--- config.mk ---
export PLATFORM = sky130hd
export DESIGN_NAME = sync_sender_host_flat
export DESIGN_NICKNAME = d
export VERILOG_FILES = /design/src/design/autobaud_pkg.sv /design/src/design/serial_line_if.sv /design/src/design/tick_divider.sv /design/src/design/sync_sender_host.sv /design/src/flat_wrapper.sv
export VERILOG_INCLUDE_DIRS = /design/src /design/src/design
export SDC_FILE = /design/constraint.sdc
export NUM_CORES = 1
export LEC_CHECK = 0
export BUFFER_PORTS_ARGS = -buffer_cell sky130_fd_sc_hd__clkbuf_2
export CORE_MARGIN = 2
export CORE_UTILIZATION = 60
export CTS_CLUSTER_DIAMETER = 50
export DETAILED_ROUTE_END_ITERATION = 10
export PLACE_DENSITY = 0.84
export SLEW_MARGIN = 5
export SYNTH_ARGS = -nofsm -noshare
export SYNTH_HDL_FRONTEND = slang
export SYNTH_HIERARCHICAL = 1
export SYNTH_SLANG_ARGS = --single-unit
export TNS_END_PERCENT = 10
--- constraint.sdc ---
create_clock -name CLOCK -period 11.5 [get_ports CLOCK]
set_input_delay 0.575 -clock CLOCK [delete_from_list [all_inputs] [get_ports CLOCK]]
set_output_delay 0.575 -clock CLOCK [all_outputs]
set_load 0.01 [all_outputs]
--- src/design/autobaud_params.svh ---
`ifndef AUTOBAUD_PARAMS_SVH
`define AUTOBAUD_PARAMS_SVH

// System clock rate in hertz and the sync character the sender must use.
`define AUTOBAUD_FOSC_HZ        10000000
`define AUTOBAUD_SYNC_CHAR      8'h55

// Counter clock dividers while measuring, eight times the base divider.
`define AUTOBAUD_DIV_SLOW       10'h200
`define AUTOBAUD_DIV_MID        10'h080
`define AUTOBAUD_DIV_FAST       10'h020

// Measurement constants: start value, top of count, rising edge count.
`define AUTOBAUD_COUNT_START    16'h0001
`define AUTOBAUD_COUNT_MAX      16'hFFFF
`define AUTOBAUD_LAST_EDGE      3'h4

// Sender register offsets on the AXI4-Lite slave.
`define SENDER_CTRL_OFS         4'h0
`define SENDER_DATA_OFS         4'h4
`define SENDER_BITCYC_OFS       4'h8

// Sender control bits and reset values.
`define SENDER_GO_BIT           0
`define SENDER_BREAK_BIT        1
`define SENDER_DATA_RST         8'h55
`define SENDER_BITCYC_RST       16'h0010

// Break is a start bit plus twelve zeros, then one stop bit.
`define SENDER_BREAK_LOW_BITS   13
`define SENDER_BREAK_BITS       4'hE
`define SENDER_FRAME_BITS       4'hA

// AXI response codes.
`define AXI_RESP_OKAY           2'h0
`define AXI_RESP_SLVERR         2'h2

`endif

--- src/design/autobaud_pkg.sv ---
package autobaud_pkg;

  // Measurement sequencer of the detecting end.
  typedef enum logic [2:0] {
    ST_OFF,
    ST_WAIT_START,
    ST_BREAK_LOW,
    ST_WAIT_FIRST_RISE,
    ST_MEASURE
  } measure_state_t;

  // Character sender of the far end.
  typedef enum logic [1:0] {
    TX_IDLE,
    TX_BREAK,
    TX_FRAME
  } sender_state_t;

endpackage

--- src/design/serial_line_if.sv ---
`timescale 1ns/1ps

// One serial line from the far sender to the detecting receiver.
interface serial_line_if;
  logic rx_line;

  modport device  (input  rx_line);
  modport partner (output rx_line);
endinterface

--- src/design/tick_divider.sv ---
`timescale 1ns/1ps

// Emits one-cycle ticks every PERIOD cycles; restart realigns the phase.
module tick_divider #(
  parameter int W = 16
) (
  input  wire logic         clk,
  input  wire logic         rst,
  input  wire logic         restart,
  input  wire logic [W-1:0] period,
  output logic              tick
);

  logic [W-1:0] cnt_q;
  logic [W-1:0] cnt_d;
  logic [W-1:0] last;

  // A zero period is treated as one, so the tick never stops.
  assign last  = (period == '0) ? '0 : period - 1'b1;
  assign tick  = ~restart & (cnt_q == last);
  assign cnt_d = (restart | tick) ? '0 : cnt_q + 1'b1;

  // Phase counter.
  always_ff @(posedge clk or posedge rst) begin
    if (rst) begin
      cnt_q <= '0;
    end else begin
      cnt_q <= cnt_d;
    end
  end

endmodule // tick_divider

--- src/design/sync_sender_host.sv ---
`timescale 1ns/1ps
`include "autobaud_params.svh"

// Far end: sends an optional break and then one character, over AXI4-Lite.
module sync_sender_host
  import autobaud_pkg::*;
(
  input  wire logic        CLOCK,
  input  wire logic        RST,
  serial_line_if.partner   LINE,
  input  wire logic [3:0]  AWADDR,
  input  wire logic        AWVALID,
  output logic             AWREADY,
  input  wire logic [31:0] WDATA,
  input  wire logic [3:0]  WSTRB,
  input  wire logic        WVALID,
  output logic             WREADY,
  output logic [1:0]       BRESP,
  output logic             BVALID,
  input  wire logic        BREADY,
  input  wire logic [3:0]  ARADDR,
  input  wire logic        ARVALID,
  output logic             ARREADY,
  output logic [31:0]      RDATA,
  output logic [1:0]       RRESP,
  output logic             RVALID,
  input  wire logic        RREADY
);

  logic          awready_q, wready_q, bvalid_q, arready_q, rvalid_q;
  logic          aw_got_q, w_got_q;
  logic [3:0]    awaddr_q;
  logic [31:0]   wdata_q;
  logic [1:0]    bresp_q, rresp_q;
  logic [31:0]   rdata_q;
  logic          aw_take, w_take, ar_take, have_aw, have_w, wr_do;
  logic [3:0]    wr_addr;
  logic [31:0]   wr_data;
  logic          aw_got_d, w_got_d, bvalid_d, rvalid_d;
  logic          wr_hit, rd_hit;
  logic [31:0]   rd_word;

  logic [7:0]    data_q;
  logic [15:0]   bitcyc_q;
  sender_state_t tx_q;
  logic [13:0]   shift_q;
  logic [3:0]    bits_q;
  logic          line_q;
  logic          go;
  logic          bit_tick;
  logic          last_bit;

  // Channel handshakes; a write runs once both address and data are held.
  assign aw_take  = AWVALID & awready_q;
  assign w_take   = WVALID & wready_q;
  assign ar_take  = ARVALID & arready_q;
  assign have_aw  = aw_got_q | aw_take;
  assign have_w   = w_got_q | w_take;
  assign wr_do    = have_aw & have_w & ~bvalid_q;
  assign wr_addr  = aw_take ? AWADDR : awaddr_q;
  assign wr_data  = w_take ? WDATA : wdata_q;
  assign aw_got_d = have_aw & ~wr_do;
  assign w_got_d  = have_w & ~wr_do;
  assign bvalid_d = wr_do | (bvalid_q & ~BREADY);
  assign rvalid_d = ar_take | (rvalid_q & ~RREADY);

  // Address decode for both directions.
  assign wr_hit = (wr_addr == `SENDER_CTRL_OFS)
                | (wr_addr == `SENDER_DATA_OFS)
                | (wr_addr == `SENDER_BITCYC_OFS);
  assign rd_hit = (ARADDR == `SENDER_CTRL_OFS)
                | (ARADDR == `SENDER_DATA_OFS)
                | (ARADDR == `SENDER_BITCYC_OFS);
  assign rd_word =
    (ARADDR == `SENDER_CTRL_OFS) ? {31'h0000_0000, tx_q != TX_IDLE} :
    (ARADDR == `SENDER_DATA_OFS) ? {24'h00_0000, data_q} :
    (ARADDR == `SENDER_BITCYC_OFS) ? {16'h0000, bitcyc_q} : 32'h0000_0000;

  // A start request while busy is ignored.
  assign go = wr_do & (wr_addr == `SENDER_CTRL_OFS) & WSTRB[0]
              & wr_data[`SENDER_GO_BIT] & (tx_q == TX_IDLE);

  // Bus slave registers.
  always_ff @(posedge CLOCK or posedge RST) begin
    if (RST) begin
      awready_q <= 1'b0;
      wready_q  <= 1'b0;
      arready_q <= 1'b0;
      bvalid_q  <= 1'b0;
      rvalid_q  <= 1'b0;
      aw_got_q  <= 1'b0;
      w_got_q   <= 1'b0;
      awaddr_q  <= 4'h0;
      wdata_q   <= 32'h0000_0000;
      bresp_q   <= `AXI_RESP_OKAY;
      rresp_q   <= `AXI_RESP_OKAY;
      rdata_q   <= 32'h0000_0000;
    end else begin
      awready_q <= ~aw_got_d & ~bvalid_d;
      wready_q  <= ~w_got_d & ~bvalid_d;
      arready_q <= ~rvalid_d;
      bvalid_q  <= bvalid_d;
      rvalid_q  <= rvalid_d;
      aw_got_q  <= aw_got_d;
      w_got_q   <= w_got_d;
      if (aw_take) begin
        awaddr_q <= AWADDR;
      end
      if (w_take) begin
        wdata_q <= WDATA;
      end
      if (wr_do) begin
        bresp_q <= wr_hit ? `AXI_RESP_OKAY : `AXI_RESP_SLVERR;
      end
      if (ar_take) begin
        rdata_q <= rd_word;
        rresp_q <= rd_hit ? `AXI_RESP_OKAY : `AXI_RESP_SLVERR;
      end
    end
  end

  // Character and bit-time registers, byte lanes honoured.
  always_ff @(posedge CLOCK or posedge RST) begin
    if (RST) begin
      data_q   <= `SENDER_DATA_RST;
      bitcyc_q <= `SENDER_BITCYC_RST;
    end else if (wr_do) begin
      if (wr_addr == `SENDER_DATA_OFS && WSTRB[0]) begin
        data_q <= wr_data[7:0];
      end
      if (wr_addr == `SENDER_BITCYC_OFS) begin
        if (WSTRB[0]) begin
          bitcyc_q[7:0] <= wr_data[7:0];
        end
        if (WSTRB[1]) begin
          bitcyc_q[15:8] <= wr_data[15:8];
        end
      end
    end
  end

  // Bit timer, realigned at the start of each transmission.
  tick_divider #(
    .W (16)
  ) u_bit_timer (
    .clk     (CLOCK),
    .rst     (RST),
    .restart (go),
    .period  (bitcyc_q),
    .tick    (bit_tick)
  );

  assign last_bit = bit_tick & (bits_q == 4'h1);

  // Sender: break of thirteen low bits and a stop, then start-data-stop.
  always_ff @(posedge CLOCK or posedge RST) begin
    if (RST) begin
      tx_q    <= TX_IDLE;
      shift_q <= 14'h3FFF;
      bits_q  <= 4'h0;
      line_q  <= 1'b1;
    end else if (go) begin
      if (wr_data[`SENDER_BREAK_BIT]) begin
        tx_q    <= TX_BREAK;
        shift_q <= {1'b1, {`SENDER_BREAK_LOW_BITS{1'b0}}};
        bits_q  <= `SENDER_BREAK_BITS;
      end else begin
        tx_q    <= TX_FRAME;
        shift_q <= {4'hF, 1'b1, data_q, 1'b0};
        bits_q  <= `SENDER_FRAME_BITS;
      end
      line_q <= 1'b0;
    end else if (last_bit && tx_q == TX_BREAK) begin
      tx_q    <= TX_FRAME;
      shift_q <= {4'hF, 1'b1, data_q, 1'b0};
      bits_q  <= `SENDER_FRAME_BITS;
      line_q  <= 1'b0;
    end else if (last_bit) begin
      tx_q    <= TX_IDLE;
      bits_q  <= 4'h0;
      line_q  <= 1'b1;
    end else if (bit_tick && tx_q != TX_IDLE) begin
      shift_q <= {1'b1, shift_q[13:1]};
      bits_q  <= bits_q - 4'h1;
      line_q  <= shift_q[1];
    end
  end

  // Outputs come straight from registers.
  assign LINE.rx_line = line_q;
  assign AWREADY      = awready_q;
  assign WREADY       = wready_q;
  assign BVALID       = bvalid_q;
  assign BRESP        = bresp_q;
  assign ARREADY      = arready_q;
  assign RVALID       = rvalid_q;
  assign RDATA        = rdata_q;
  assign RRESP        = rresp_q;

endmodule // sync_sender_host

--- src/flat_wrapper.sv ---
// flat-port wrapper written by rule: the top's interface ports become plain ports
module sync_sender_host_flat import autobaud_pkg::*;
  (CLOCK, RST, AWADDR, AWVALID, AWREADY, WDATA, WSTRB, WVALID, WREADY, BRESP, BVALID, BREADY, ARADDR, ARVALID, ARREADY, RDATA, RRESP, RVALID, RREADY, LINE_rx_line);
  serial_line_if LINE_i ();
  input  wire logic CLOCK;
  input  wire logic RST;
  input  wire logic [3:0] AWADDR;
  input  wire logic AWVALID;
  output logic AWREADY;
  input  wire logic [31:0] WDATA;
  input  wire logic [3:0] WSTRB;
  input  wire logic WVALID;
  output logic WREADY;
  output logic [1:0] BRESP;
  output logic BVALID;
  input  wire logic BREADY;
  input  wire logic [3:0] ARADDR;
  input  wire logic ARVALID;
  output logic ARREADY;
  output logic [31:0] RDATA;
  output logic [1:0] RRESP;
  output logic RVALID;
  input  wire logic RREADY;
  output wire logic [$bits(LINE_i.rx_line)-1:0] LINE_rx_line;
  assign LINE_rx_line = LINE_i.rx_line;
  sync_sender_host u_core (.CLOCK(CLOCK), .RST(RST), .LINE(LINE_i), .AWADDR(AWADDR), .AWVALID(AWVALID), .AWREADY(AWREADY), .WDATA(WDATA), .WSTRB(WSTRB), .WVALID(WVALID), .WREADY(WREADY), .BRESP(BRESP), .BVALID(BVALID), .BREADY(BREADY), .ARADDR(ARADDR), .ARVALID(ARVALID), .ARREADY(ARREADY), .RDATA(RDATA), .RRESP(RRESP), .RVALID(RVALID), .RREADY(RREADY));
endmodule
==> results.toml <==
[place]
place_inst = 654
post-dp-hpwl_um = 8460
place.port_buffers = 56
gp_congestion = 0.945

[route]
dr.max_layer_used = "met4"
drc = 0
via_per_inst = 6.07
met3_wirelength_um = 605
drtPass1Iterations = 5
wirelength_um = 11600
routedLengthMet1_um = 5030
num_vias = 4067
avgRoutedWirePerCell_um = 17.3
detailroute.wirelength.met2_um = 5800
drt_iter0_drc = 235
route.antenna.remaining_nets = 0

[grt]
largest_net_degree_at_the_start_of_global_routing = 89
antenna_found_initial = 0
first_global_vias = 3960
track_usage_pct = 25.0
grt.overflow.total = 0
grt_first_pass_wirelength_um = 19600

[synth]
synth-seq-area-share_pct = 48.3
async_flop_share_pct = 100
synth_enable_flop_cells = 0
post_synthesis_cell_area_um2 = 5440
synth_ff_type = "sky130_fd_sc_hd__dfrtp_1"
number_of_warnings_reported_in_the_yosys_synthesis_log = 6
synthDistinctLibCells = 65
post-synth-top-area-cell = "sky130_fd_sc_hd__dfrtp_1"
netlist_instances = 509
ys_seq_elements = 104
synth_top_area_share_pct = 39.6
yosys-top-cells-area = "sky130_fd_sc_hd__dfrtp_1 40%, sky130_fd_sc_hd__mux2_2 8.9%, sky130_fd_sc_hd__dfstp_2 8.7%"
syn_area_per_cell_um2 = 10.7

[worst_setup_path]
cp_cell_sequence = "inv_1, ha_1, or3b_2, nor4_4, nand2b_1, a21o_1, a221oi_1, and4b_1, nor2b_1, nand2_1, nor3_1, nand3b_1, and2_1, o21a_1, mux2_2"
setup_cp_type = "register to register"
setup.reg_to_reg.worst_slack_ns = 6.34
worstReg2RegEnd = "u_core/LINE.rx_line"
path_max_fanout = 17
ff2ff_path_depth = 15
crit_path_end_kind = "register"
required_ns = 11.81
worstSetupStartpoint = "u_core/bitcyc_q[0]"
reg2reg_from = "u_core/bitcyc_q[0]"
start_kind = "register"
crit_arrival_ns = 5.47
cp_slowest_stage_delay_ns = 0.76
worst_path_max_delay_cell = "sky130_fd_sc_hd__and4b_1"

[timing]
max_freq_mhz = 194
holdWs_ns = 0.243
worst_pin_slew_ns = 1.09
setup_total_negative_slack_ns = 0
grt_setup_unrepaired = "no"
slew-limit-headroom_pct = 27.2
min_period_ns = 5.16
final_max_slew_viol_count = 0
timing_hold_violations_final = 0
setup_viol = 0
layout_worst_path_cycle_share_pct = 44.8
clock-skew-final_ns = 0.0136

[flow_run]
max_cap_violations = 0

[power_and_ir_drop]
vdd.ir_drop.worst_mv = 0.151
power.leakage_nw = 2.76
powerDensity_nw_per_um2 = 241

[finish]
layoutNonFillerInstCount = 670
synthToLayoutAreaGrowth_pct = 8.31
proportion_of_layout_cells_with_a_drive_suffix_above_1_pct = 28.1
mostFrequentLayoutCell = "sky130_fd_sc_hd__dfrtp_1"
antenna_cells = 0
layout_common_cells = "86 x sky130_fd_sc_hd__dfrtp_1, 56 x sky130_fd_sc_hd__clkbuf_2, 43 x sky130_fd_sc_hd__mux2_2, 40 x sky130_fd_sc_hd__nand2_1, 26 x sky130_fd_sc_hd__nor2_1"
layout.filler_cells = 694
design.final.nets = 612

[worst_hold_path]
worstHoldPathType = "primary input to asynchronous set/reset pin"

[cts]
cts_tree = "done"
cts.repair_timing.setup_buffer_count = 0
tritoncts.num_buffers = 9
holdBufCountCts = 0
clock_sink_count = 104
htree_num_levels = 3
cts_resized = 0
worstSkewPairLatency_ns = 0.38
ctsLongestPathBuffers = 2
clk_root_buffer_cell = "sky130_fd_sc_hd__clkbuf_8"
cts.clk_slew.worst_paths_ns = 0.11

[floorplan]
initial_core_util_pct = 62.1
rows = 34
placeable_area_um2 = 8760
floorplan.die.height_um = 99.2
chipWidth_um = 99.2
floorplan.die_area_um2 = 9840
io_pins = 93

[status]
run_status = "finished clean"
## worst max-delay path by stage
stage | endpoint | slack [ns]
floorplan | u_core/shift_q[1] | 7.61
CTS | u_core/LINE.rx_line | 6.38
global placement | u_core/LINE.rx_line | 6.46
detailed placement | u_core/LINE.rx_line | 6.40
finish | u_core/LINE.rx_line | 6.34
global route | u_core/LINE.rx_line | 5.84
## cell families (layout without fill, tap and decap cells)
| group | count (synthesis) | count (layout) | share of synthesized area, % |
|---|---|---|---|
| buffers and inverters | 58 | 94 | 6.12 |
| AND/OR/NAND/NOR | 169 | 169 | 18.0 |
| other | 1 | 18 | 0.0690 |
| multiplexers | 46 | 46 | 9.46 |
| adder cells (fa/ha/maj) | 4 | 4 | 0.920 |
| flip-flops | 104 | 104 | 48.3 |
| AO/OA/AOI/OAI | 99 | 99 | 12.6 |
| XOR/XNOR | 28 | 28 | 4.51 |
## synthesized netlist by cell type (4+ instances only)
cell	number
sky130_fd_sc_hd__o31ai_1	4
sky130_fd_sc_hd__a22oi_1	15
sky130_fd_sc_hd__nand3_1	12
sky130_fd_sc_hd__nand2_1	40
sky130_fd_sc_hd__and3_1	10
sky130_fd_sc_hd__xnor2_1	21
sky130_fd_sc_hd__dfrtp_1	86
sky130_fd_sc_hd__clkbuf_1	10
sky130_fd_sc_hd__buf_4	19
sky130_fd_sc_hd__dfstp_2	18
sky130_fd_sc_hd__buf_2	4
sky130_fd_sc_hd__ha_1	4
sky130_fd_sc_hd__nand4_1	6
sky130_fd_sc_hd__nor3_1	12
sky130_fd_sc_hd__nor2b_1	9
sky130_fd_sc_hd__o21ai_0	22
sky130_fd_sc_hd__nor3_2	10
sky130_fd_sc_hd__a21oi_1	14
sky130_fd_sc_hd__mux2_2	43
sky130_fd_sc_hd__inv_1	20
sky130_fd_sc_hd__a22o_1	10
sky130_fd_sc_hd__or4_1	7
sky130_fd_sc_hd__nor4_1	6
sky130_fd_sc_hd__nand2b_1	5
sky130_fd_sc_hd__nor2_1	26
sky130_fd_sc_hd__xor2_1	7
## through the flow
step | instance area, µm² | utilization (%) | total power [mW] | setup slack [ns]
after floorplan | 5500 | - | 1.05 | 7.61
after global placement | 5680 | 64.8 | 1.15 | 6.46
after detailed placement | 5680 | 64.8 | 1.17 | 6.40
after CTS | 5890 | 67.2 | 1.42 | 6.38
after global routing | 5890 | 67.2 | 1.52 | 5.84
final | 5890 | 67.2 | 1.42 | 6.34
## registers in the layout, summed over array words and instances, names as in the netlist, 2 cells and up
register and cells:
u_core/data_q 8, u_core/RDATA 16, u_core/bits_q 4, u_core/awaddr_q 4
u_core/shift_q 12, u_core/tx_q 2, u_core/u_bit_timer/cnt_q 16, u_core/bitcyc_q 16
u_core/wdata_q 16
## layout make-up
type / count / area (µm²) / area share [%]
Clock buffer: 9 / 124 / 2.10
Clock inverter: 7 / 90.1 / 1.53
Inverter: 20 / 76.3 / 1.30
Multi-Input combinational cell: 364 / 2540 / 43.2
Sequential cell: 104 / 2630 / 44.6
Tap cell: 108 / 135 / 2.29
Timing Repair Buffer: 58 / 295 / 5.01
## power by group
group          total [mW]  switching (mW)  internal, mW
Combinational       0.578           0.308         0.270
Clock               0.242           0.137         0.106
Sequential          0.601           0.112         0.489
Total                1.42           0.557         0.864
## critical path: cells and delay by family, from the launching register on
kind | cells | cell delay [ns]
flip-flops | 1 | 0.48
adder cells (fa/ha/maj) | 1 | 0.20
buffers and inverters | 1 | 0.09
multiplexers | 1 | 0.26
AND/OR/NAND/NOR | 9 | 3.47
AO/OA/AOI/OAI | 3 | 0.59
## routing by layer
metal | vias to the layer above | track usage (%)
met3 | 17 | 4.43
met1 | 2029 | 33.7
met2 | 123 | 41.5
met5 | - | 0
met4 | 0 | 7.80
li1 | 1898 | -
Power figures use the tool's default switching activity.
